## src/inc/div_consts.svh

```systemverilog
// Constants for the signed and BCD division datapath.
// Assumes inclusion by every design file that needs codes or widths.
`ifndef DIV_CONSTS_SVH
`define DIV_CONSTS_SVH

// ****************************************************************
// Function codes (430, 431, 434, 435 decimal)
// ****************************************************************
`define FC_SIGNED_SINGLE 10'h1ae
`define FC_SIGNED_DOUBLE 10'h1af
`define FC_BCD_SINGLE 10'h1b2
`define FC_BCD_DOUBLE 10'h1b3

// ****************************************************************
// Widths, field positions and reset values
// ****************************************************************
`define WORD_W 16
`define DWORD_W 32
`define DIGIT_W 4
`define CODE_W 10
`define SIGN_SINGLE 15
`define SIGN_DOUBLE 31
`define FLAG_RST 1'b0
`define WORD_RST 16'h0000

`endif

```

## src/inc/div_pkg.sv

```systemverilog
// Types shared by the division datapath modules.
// Assumes the constants header is compiled alongside.
package div_pkg;

  // Controller sequencing states, one-hot
  typedef enum logic [3:0] {
    ST_IDLE = 4'b0001,
    ST_PREP = 4'b0010,
    ST_WAIT = 4'b0100,
    ST_DONE = 4'b1000
  } div_state_type;

  // Decoded operation
  typedef enum logic [2:0] {
    OP_NONE = 3'h0,
    OP_SIGNED_SINGLE = 3'h1,
    OP_SIGNED_DOUBLE = 3'h2,
    OP_BCD_SINGLE = 3'h3,
    OP_BCD_DOUBLE_DIVIDE = 3'h4
  } div_op_type;

endpackage : div_pkg

```

## src/inc/div_if.sv

```systemverilog
// Handshake between the division controller and its magnitude engine.
// Assumes both ends share one clock.
`timescale 1ns/1ps
`default_nettype none

interface div_if #(parameter int WIDTH = 32);
  logic start;                 // One-cycle launch pulse
  logic [WIDTH-1:0] dividend;  // Unsigned dividend
  logic [WIDTH-1:0] divisor;   // Unsigned divisor, never zero
  logic done;                  // One-cycle completion pulse
  logic [WIDTH-1:0] quotient;  // Held until next launch
  logic [WIDTH-1:0] remainder; // Held until next launch

  modport ctrl(output start, dividend, divisor,
               input done, quotient, remainder);
  modport engine(input start, dividend, divisor,
                 output done, quotient, remainder);
endinterface : div_if

`default_nettype wire

```

## src/rtl/mag_divider.sv

```systemverilog
// Iterative unsigned restoring divider, one quotient bit per clock.
// Assumes a nonzero divisor and start only while idle.
`timescale 1ns/1ps
`default_nettype none

module mag_divider
  import div_pkg::*;
#(
  parameter int WIDTH = 32
) (
  input wire logic ref_clk_in,
  input wire logic arst_n_in,
  div_if.engine div_bus
);
  localparam int CW = $clog2(WIDTH) + 1;

  logic [WIDTH-1:0] rem_q, rem_d;   // Partial remainder
  logic [WIDTH-1:0] quo_q, quo_d;   // Dividend shifting into quotient
  logic [WIDTH-1:0] den_q, den_d;   // Divisor
  logic [CW-1:0] cnt_q, cnt_d;      // Steps taken
  logic busy_q, busy_d;             // Iterating
  logic done_q, done_d;             // Finish pulse
  logic [WIDTH:0] shifted;          // Remainder with next bit in
  logic [WIDTH:0] trial;            // Trial subtraction

  // ****************************************************************
  // Next state
  // ****************************************************************
  // One restoring step per cycle; a borrow keeps the shifted remainder
  always_comb begin
    rem_d = rem_q;
    quo_d = quo_q;
    den_d = den_q;
    cnt_d = cnt_q;
    busy_d = busy_q;
    done_d = 1'b0;
    shifted = {rem_q, quo_q[WIDTH-1]};
    trial = shifted - {1'b0, den_q};
    if (div_bus.start) begin
      // Load operands
      rem_d = '0;
      quo_d = div_bus.dividend;
      den_d = div_bus.divisor;
      cnt_d = '0;
      busy_d = 1'b1;
    end else if (busy_q) begin
      // Keep difference unless it borrowed
      rem_d = trial[WIDTH] ? shifted[WIDTH-1:0] : trial[WIDTH-1:0];
      quo_d = {quo_q[WIDTH-2:0], ~trial[WIDTH]};
      cnt_d = cnt_q + 1'b1;
      if (cnt_q == CW'(WIDTH - 1)) begin
        busy_d = 1'b0;
        done_d = 1'b1;
      end
    end
  end

  // Register the step
  always_ff @(posedge ref_clk_in or negedge arst_n_in) begin
    if (!arst_n_in) begin
      rem_q <= '0;
      quo_q <= '0;
      den_q <= '0;
      cnt_q <= '0;
      busy_q <= 1'b0;
      done_q <= 1'b0;
    end else begin
      rem_q <= rem_d;
      quo_q <= quo_d;
      den_q <= den_d;
      cnt_q <= cnt_d;
      busy_q <= busy_d;
      done_q <= done_d;
    end
  end

  assign div_bus.done = done_q;
  assign div_bus.quotient = quo_q;
  assign div_bus.remainder = rem_q;
endmodule : mag_divider

`default_nettype wire

```

## src/rtl/bcd_codec.sv

```systemverilog
// Combinational BCD checks and conversions to and from binary.
// Assumes binary values fit in the digit count given.
`timescale 1ns/1ps
`default_nettype none
`include "div_consts.svh"

module bcd_codec #(
  parameter int DIGITS = 8
) (
  input wire logic [`DIGIT_W*DIGITS-1:0] bcd_in,
  output logic digits_ok_out,
  output logic [`DIGIT_W*DIGITS-1:0] bin_out,
  input wire logic [`DIGIT_W*DIGITS-1:0] bin_in,
  output logic [`DIGIT_W*DIGITS-1:0] bcd_out
);
  localparam int W = `DIGIT_W * DIGITS;

  // True when every nibble is 0 to 9
  function automatic logic all_digits(input logic [W-1:0] v);
    logic ok;
    ok = 1'b1;
    for (int i = 0; i < DIGITS; i++) begin
      if (v[4*i +: 4] > 4'h9) begin
        ok = 1'b0;
      end
    end
    return ok;
  endfunction : all_digits

  // Horner sum, times ten done as two shifts
  function automatic logic [W-1:0] to_bin(input logic [W-1:0] v);
    logic [W-1:0] acc;
    acc = '0;
    for (int i = DIGITS - 1; i >= 0; i--) begin
      acc = (acc << 3) + (acc << 1) + W'(v[4*i +: 4]);
    end
    return acc;
  endfunction : to_bin

  // Shift-and-add-three conversion
  function automatic logic [W-1:0] to_bcd(input logic [W-1:0] v);
    logic [W-1:0] b;
    b = '0;
    for (int i = W - 1; i >= 0; i--) begin
      for (int k = 0; k < DIGITS; k++) begin
        if (b[4*k +: 4] >= 4'h5) begin
          b[4*k +: 4] = b[4*k +: 4] + 4'h3;
        end
      end
      b = {b[W-2:0], v[i]};
    end
    return b;
  endfunction : to_bcd

  assign digits_ok_out = all_digits(bcd_in);
  assign bin_out = to_bin(bcd_in);
  assign bcd_out = to_bcd(bin_in);

endmodule : bcd_codec

`default_nettype wire

```

## src/rtl/signed_and_bcd_divider.sv

```systemverilog
// Division datapath: signed binary and BCD divide, single and double.
// Assumes request logic on the same clock; operands held while taken.
`timescale 1ns/1ps
`default_nettype none
`include "div_consts.svh"

module signed_and_bcd_divider
  import div_pkg::*;
(
  input wire logic ref_clk_in,
  input wire logic arst_n_in,
  input wire logic req_valid_in,
  input wire logic pulse_mode_in,
  input wire logic [`CODE_W-1:0] func_code_in,
  input wire logic [`WORD_W-1:0] dividend_first_word_in,
  input wire logic [`WORD_W-1:0] dividend_second_word_in,
  input wire logic [`WORD_W-1:0] divisor_first_word_in,
  input wire logic [`WORD_W-1:0] divisor_second_word_in,
  output logic req_ready_out,
  output logic done_out,
  output logic result_write_out,
  output logic result_double_out,
  output logic [`WORD_W-1:0] result_word0_out,
  output logic [`WORD_W-1:0] result_word1_out,
  output logic [`WORD_W-1:0] result_word2_out,
  output logic [`WORD_W-1:0] result_word3_out,
  output logic error_flag_out,
  output logic equals_flag_out,
  output logic negative_flag_out
);

  // ****************************************************************
  // Declarations
  // ****************************************************************
  div_state_type state_q, state_d;      // Sequencer
  div_op_type op_q, op_d;               // Operation in progress
  logic [`DWORD_W-1:0] dd_q, dd_d;      // Dividend, assembled
  logic [`DWORD_W-1:0] dr_q, dr_d;      // Divisor, assembled
  logic req_prev_q, req_prev_d;         // Request one cycle ago
  logic qneg_q, qneg_d;                 // Quotient to be negated
  logic rneg_q, rneg_d;                 // Remainder to be negated
  logic [3:0][`WORD_W-1:0] res_q, res_d; // Result words
  logic err_q, err_d;                   // Error flag
  logic eq_q, eq_d;                     // Equals flag
  logic neg_q, neg_d;                   // Negative flag
  logic wr_q, wr_d;                     // Result write pulse
  logic dbl_q, dbl_d;                   // Four words written
  logic take;                           // Request accepted
  logic is_bcd;                         // BCD operation
  logic is_dbl;                         // Double-word operation
  logic bad;                            // Operation refused
  logic dd_ok, dr_ok;                   // Operands are valid BCD
  logic [`DWORD_W-1:0] dd_bin, dr_bin;  // BCD operands as binary
  logic [`DWORD_W-1:0] q_bcd, r_bcd;    // Engine results as BCD
  logic [`DWORD_W-1:0] q_fin, r_fin;    // Final quotient, remainder

  div_if #(.WIDTH(`DWORD_W)) div_bus();

  // ****************************************************************
  // Helpers
  // ****************************************************************
  // Magnitude of a two's complement word
  function automatic logic [`DWORD_W-1:0] magnitude(
    input logic [`DWORD_W-1:0] v
  );
    return v[`SIGN_DOUBLE] ? `DWORD_W'(-v) : v;
  endfunction : magnitude

  // Conditional negation of an engine result
  function automatic logic [`DWORD_W-1:0] apply_sign(
    input logic [`DWORD_W-1:0] v,
    input logic flip
  );
    return flip ? `DWORD_W'(-v) : v;
  endfunction : apply_sign

  // Function code to operation
  function automatic div_op_type decode(input logic [`CODE_W-1:0] c);
    div_op_type op;
    op = OP_NONE;
    if (c == `FC_SIGNED_SINGLE) op = OP_SIGNED_SINGLE;
    if (c == `FC_SIGNED_DOUBLE) op = OP_SIGNED_DOUBLE;
    if (c == `FC_BCD_SINGLE) op = OP_BCD_SINGLE;
    if (c == `FC_BCD_DOUBLE) op = OP_BCD_DOUBLE_DIVIDE;
    return op;
  endfunction : decode

  // ****************************************************************
  // Engines
  // ****************************************************************
  mag_divider #(.WIDTH(`DWORD_W)) u_div (
    .ref_clk_in(ref_clk_in),
    .arst_n_in(arst_n_in),
    .div_bus(div_bus)
  );

  // Dividend checks, and quotient back to BCD
  bcd_codec #(.DIGITS(8)) u_codec_dd (
    .bcd_in(dd_q),
    .digits_ok_out(dd_ok),
    .bin_out(dd_bin),
    .bin_in(div_bus.quotient),
    .bcd_out(q_bcd)
  );

  // Divisor checks, and remainder back to BCD
  bcd_codec #(.DIGITS(8)) u_codec_dr (
    .bcd_in(dr_q),
    .digits_ok_out(dr_ok),
    .bin_out(dr_bin),
    .bin_in(div_bus.remainder),
    .bcd_out(r_bcd)
  );

  // ****************************************************************
  // Operand decode
  // ****************************************************************
  // Classify the held operation and pick engine operands
  always_comb begin
    is_bcd = (op_q == OP_BCD_SINGLE) || (op_q == OP_BCD_DOUBLE_DIVIDE);
    is_dbl = (op_q == OP_SIGNED_DOUBLE) || (op_q == OP_BCD_DOUBLE_DIVIDE);
    // Unknown code, zero divisor, or bad digit
    bad = (op_q == OP_NONE) || (dr_q == '0)
      || (is_bcd && !(dd_ok && dr_ok));
    div_bus.dividend = is_bcd ? dd_bin : magnitude(dd_q);
    div_bus.divisor = is_bcd ? dr_bin : magnitude(dr_q);
    div_bus.start = (state_q == ST_PREP) && !bad;
    // Truncating division: remainder takes dividend sign
    q_fin = is_bcd ? q_bcd : apply_sign(div_bus.quotient, qneg_q);
    r_fin = is_bcd ? r_bcd : apply_sign(div_bus.remainder, rneg_q);
  end

  assign take = req_valid_in && (state_q == ST_IDLE)
    && (!pulse_mode_in || !req_prev_q);

  // ****************************************************************
  // Sequencer and result registers
  // ****************************************************************
  // Take, check, divide, then write back results and flags
  always_comb begin
    state_d = state_q;
    op_d = op_q;
    dd_d = dd_q;
    dr_d = dr_q;
    req_prev_d = req_valid_in;
    qneg_d = qneg_q;
    rneg_d = rneg_q;
    res_d = res_q;
    err_d = err_q;
    eq_d = eq_q;
    neg_d = neg_q;
    wr_d = 1'b0;
    dbl_d = dbl_q;
    unique case (state_q)
      ST_IDLE: begin
        // Latch code and operands; low word is less significant
        if (take) begin
          op_d = decode(func_code_in);
          if (decode(func_code_in) == OP_SIGNED_DOUBLE
              || decode(func_code_in) == OP_BCD_DOUBLE_DIVIDE) begin
            dd_d = {dividend_second_word_in, dividend_first_word_in};
            dr_d = {divisor_second_word_in, divisor_first_word_in};
          end else if (decode(func_code_in) == OP_BCD_SINGLE) begin
            dd_d = {`WORD_RST, dividend_first_word_in};
            dr_d = {`WORD_RST, divisor_first_word_in};
          end else begin
            // Sign-extend single words into the wide engine
            dd_d = {{`WORD_W{dividend_first_word_in[`SIGN_SINGLE]}},
                    dividend_first_word_in};
            dr_d = {{`WORD_W{divisor_first_word_in[`SIGN_SINGLE]}},
                    divisor_first_word_in};
          end
          state_d = ST_PREP;
        end
      end
      ST_PREP: begin
        if (bad) begin
          // Flag the error; results and other flags stay put
          err_d = 1'b1;
          state_d = ST_DONE;
        end else begin
          qneg_d = !is_bcd && (dd_q[`SIGN_DOUBLE] ^ dr_q[`SIGN_DOUBLE]);
          rneg_d = !is_bcd && dd_q[`SIGN_DOUBLE];
          state_d = ST_WAIT;
        end
      end
      ST_WAIT: begin
        // Overflow cases simply keep the wrapped value
        if (div_bus.done) begin
          err_d = 1'b0;
          wr_d = 1'b1;
          dbl_d = is_dbl;
          if (is_dbl) begin
            res_d[0] = q_fin[`WORD_W-1:0];
            res_d[1] = q_fin[`DWORD_W-1:`WORD_W];
            res_d[2] = r_fin[`WORD_W-1:0];
            res_d[3] = r_fin[`DWORD_W-1:`WORD_W];
            eq_d = (q_fin == '0);
          end else begin
            res_d[0] = q_fin[`WORD_W-1:0];
            res_d[1] = r_fin[`WORD_W-1:0];
            res_d[2] = `WORD_RST;
            res_d[3] = `WORD_RST;
            eq_d = (q_fin[`WORD_W-1:0] == '0);
          end
          // Sign flag only for binary operations
          if (!is_bcd) begin
            neg_d = is_dbl ? q_fin[`SIGN_DOUBLE]
                           : q_fin[`SIGN_SINGLE];
          end
          state_d = ST_DONE;
        end
      end
      ST_DONE: begin
        state_d = ST_IDLE;
      end
      default: begin
        state_d = ST_IDLE;
      end
    endcase
  end

  // Register sequencer and results
  always_ff @(posedge ref_clk_in or negedge arst_n_in) begin
    if (!arst_n_in) begin
      state_q <= ST_IDLE;
      op_q <= OP_NONE;
      dd_q <= '0;
      dr_q <= '0;
      req_prev_q <= 1'b0;
      qneg_q <= 1'b0;
      rneg_q <= 1'b0;
      res_q <= '0;
      err_q <= `FLAG_RST;
      eq_q <= `FLAG_RST;
      neg_q <= `FLAG_RST;
      wr_q <= 1'b0;
      dbl_q <= 1'b0;
    end else begin
      state_q <= state_d;
      op_q <= op_d;
      dd_q <= dd_d;
      dr_q <= dr_d;
      req_prev_q <= req_prev_d;
      qneg_q <= qneg_d;
      rneg_q <= rneg_d;
      res_q <= res_d;
      err_q <= err_d;
      eq_q <= eq_d;
      neg_q <= neg_d;
      wr_q <= wr_d;
      dbl_q <= dbl_d;
    end
  end

  // ****************************************************************
  // Outputs
  // ****************************************************************
  assign req_ready_out = (state_q == ST_IDLE);
  assign done_out = (state_q == ST_DONE);
  assign result_write_out = wr_q;
  assign result_double_out = dbl_q;
  assign result_word0_out = res_q[0];
  assign result_word1_out = res_q[1];
  assign result_word2_out = res_q[2];
  assign result_word3_out = res_q[3];
  assign error_flag_out = err_q;
  assign equals_flag_out = eq_q;
  assign negative_flag_out = neg_q;
endmodule : signed_and_bcd_divider

`default_nettype wire

```

## config.mk

```make
export PLATFORM = sky130hd
export DESIGN_NAME = signed_and_bcd_divider
export DESIGN_NICKNAME = d
export VERILOG_FILES = /design/src/inc/div_pkg.sv /design/src/inc/div_if.sv /design/src/rtl/mag_divider.sv /design/src/rtl/bcd_codec.sv /design/src/rtl/signed_and_bcd_divider.sv
export VERILOG_INCLUDE_DIRS = /design/src /design/src/inc
export SDC_FILE = /design/constraint.sdc
export NUM_CORES = 2
export LEC_CHECK = 0
export BUFFER_PORTS_ARGS = -buffer_cell sky130_fd_sc_hd__buf_2
export CAP_MARGIN = 10
export CORE_UTILIZATION = 60
export CTS_CLUSTER_DIAMETER = 100
export DETAILED_ROUTE_END_ITERATION = 8
export PLACE_DENSITY = 0.8
export SLEW_MARGIN = 20
export SYNTH_ARGS = -nofsm -noshare
export SYNTH_HDL_FRONTEND = slang
export SYNTH_SLANG_ARGS = --single-unit
```

## constraint.sdc

```tcl
create_clock -name ref_clk_in -period 61.6 [get_ports ref_clk_in]
set_input_delay 6.16 -clock ref_clk_in [delete_from_list [all_inputs] [get_ports ref_clk_in]]
set_output_delay 6.16 -clock ref_clk_in [all_outputs]
set_load 0.05 [all_outputs]
```

==> metrics.txt <==
outcome=complete, no violations; Setup Skew=0.0142 ns; crit path max fanout=11; die area=109000 um^2; layout cells sized above 1=0.0966; TritonRoute pass-1 iters=6; placed cells=9908; fin area=67800 um^2; non-filler instance count after layout=9963; Final period util=0.492; Synth Area per Inst=7.57 um^2; Mapped Cells=8560; Crit Reg-Reg Endpoint=result_word1_out[9]$_DFFE_PN0P_; Sink Count=247; P&R area growth vs syn=4.50%; Die Y=331 um; PortBufs=148; Die Width=331 um; Reg2Reg Setup Slack=31.27 ns; via count=63700; kind of critical path=flip-flop to flip-flop; crit path max-delay cell type=dfrtp_1; total track usage=0.303; Slew Limit Fails=0; Max Cap Viol=0; Core ar.=107000 um^2; clock latency on the worst-skew pair=0.64 ns; Syn Std Cell Area=64800 um^2; placed inst area=66700 um^2; IO Count=149; multi-input combinational cell area=55000 um^2; Crit path depth=152; Worst Max-Slew Pin Slew=1.12 ns; CP dominant cell by count=ha_1; post-route ant nets=0; nets=9537; routed length per instance=17.3 um; total grt overflow=0; Post-route DRC=0; Fin Setup TNS=0 ns; final WL=173 mm; Hold Buf Count CTS=0; synthesis warning total=0; first-pass GRT wire length=282 mm; Synth top area share=0.172; largest net degree at the start of global routing=96; Num CTS Buffers=31; slowest stage delay, CP=0.51 ns; Sequential Area=6190 um^2; worst reg2reg path startpoint=u_div.div_bus.remainder[30]$_DFFE_PN0P_; Avg Vias per Cell=6.39; Initial Util=0.606; Synth Flop Type=dfrtp_1; Yosys reg bits=247; FF-to-FF path depth=152; cell row count=120; ys async rst share=1.00; crit path time final=30.33 ns; worst endpoint data arrival time=30.85 ns; DR iter-0 viols=4669; filler instances=9369; Yosys top cell by area=ha_1; kind of cell adding the most delay to the critical path=compound AO/OA/AOI/OAI gates; antenna violations before repair=4; number of enable flip-flop cells after synthesis=0; RSZ-0062 raised after global routing=false; endpoint type of the worst setup path=flip-flop; WP data required=62.12 ns; Critical path buffers and inverters=15; Clock Tree Buf Depth=3; DP HPWL=139 mm; CP startpoint kind=flip-flop; GPL Wtd Cong=0.958; commonest cells after routing, fill and taps aside=892 x ha_1, 689 x a21oi_1, 662 x inv_1; worst hold-check path type=flip-flop to flip-flop; vias in the first global route=58700; crit path capture=result_word1_out[9]$_DFFE_PN0P_; CTS tree=built; CTS resizes=0; top area cells in the synthesized netlist=ha_1 17%, dfrtp_1 9.5%, a21oi_1 5.3%, xnor2_1 5.3%, mux2i_1 4.5%; Synth cell types=166; # setup viols final=0; Root Buffer=clkbuf_16; Reg clk slew, reported paths=0.06 ns; HP Start=result_word0_out[7]$_DFFE_PN0P_; Max Fclk=33.0 MHz; Mapped Nets=9559; sequential area share after synthesis=0.0953; commonest non-fill, non-tap cell in the layout=ha_1; relative slew slack=0.243; postcts setup bufs=0; CP startpoint=u_div.div_bus.remainder[30]$_DFFE_PN0P_; Final Hold Vio Count=0; H-tree level count=1
[metrics by stage]
| stage | worst slack (ns) | hold WS (ns) | utilization |
|---|---|---|---|
| after detailed placement | 31.75 | 0.461 | 0.623 |
| after CTS | 31.64 | 0.481 | 0.633 |
| after global routing | 28.15 | 0.507 | 0.633 |
| after global placement | 33.34 | 0.459 | 0.623 |
| final | 31.27 | 0.480 | 0.633 |
| after floorplan | 35.09 | 0.447 | - |
[synth_stat cells, drive strengths merged, types with 25 or more instances]
library cell  count
o211a            36
xnor2           413
o31ai            83
nor2b           123
dfrtp           246
fa               29
a21boi           76
mux2            162
nand2           639
or2             102
nand4            51
a211o            55
nor4             49
a221oi           25
clkbuf          181
nand2b          200
a22oi            50
a21oi           710
and2             84
and3             85
buf              53
nor3            212
ha              892
o22ai            61
a31oi            79
a2111oi          27
mux2i           311
inv             712
xor2            148
nand3           156
a211oi          181
or3              83
o21a             79
o32ai            27
o221ai           29
o211ai          118
o21bai          183
a21o            156
nor2            613
o21ai           561
[logic make-up after synthesis]
logic type                 count (synthesis)  synth area share
DFF                                      247            0.0953
AOI/OAI and AO/OA                       2872             0.313
and+or+nand+nor                         2523             0.196
muxes                                    473            0.0787
xor gates and xnor gates                 561            0.0791
adders and majority gates                922             0.181
buffers and inverters                    962            0.0570
[worst min-delay path by stage]
stage,endpoint,slack (ns),cells past startpoint
2_1_floorplan,u_div.div_bus.done$_DFF_PN0_,0.45,1
3_3_place_gp,result_word0_out[4]$_DFFE_PN0P_,0.46,2
3_5_place_dp,result_word0_out[4]$_DFFE_PN0P_,0.46,2
4_1_cts,result_word0_out[4]$_DFFE_PN0P_,0.48,2
5_1_grt,result_word0_out[4]$_DFFE_PN0P_,0.51,2
6_report,result_word0_out[7]$_DFFE_PN0P_,0.48,2
[worst reg2reg max path, delay by kind of cell, from the launching register on]
family / cells / cell delay, ns
AOI/OAI and AO/OA: 38 / 8.47
DFF: 1 / 0.51
xor gates and xnor gates: 20 / 4.98
buffers and inverters: 15 / 1.62
adders and majority gates: 29 / 6.49
muxes: 2 / 0.61
and+or+nand+nor: 48 / 7.53
[cell type report]
class                   count  area share
diodes                      1   0.0000369
clock buffers              38      0.0124
clock inverters            16     0.00323
flip-flops and latches    247      0.0913
multi-input cells        7351       0.812
well taps                1403      0.0259
repair buffers            179      0.0145
inverters                 728      0.0404
[state kept, by name, indices dropped and copies added (netlist names), 6 cells and up]
name and cells:
result_word3_out 16, dd_q 32, result_word0_out 16, u_div.div_bus.quotient 32, result_word2_out 16, u_div.div_bus.remainder 32
u_div.cnt_q 6, result_word1_out 16, dr_q 32, u_div.den_q 32
[routing by layer]
layer,part of all wire,track usage,up-vias
li1,-,-,31600
met1,0.44,0.386,30000
met2,0.46,0.516,1737
met3,0.053,0.0265,335
met4,0.049,0.140,0
met5,0,0,-
Power is not shown: default switching activity piles up to over one toggle a cycle in this logic, so the estimate is an artifact.
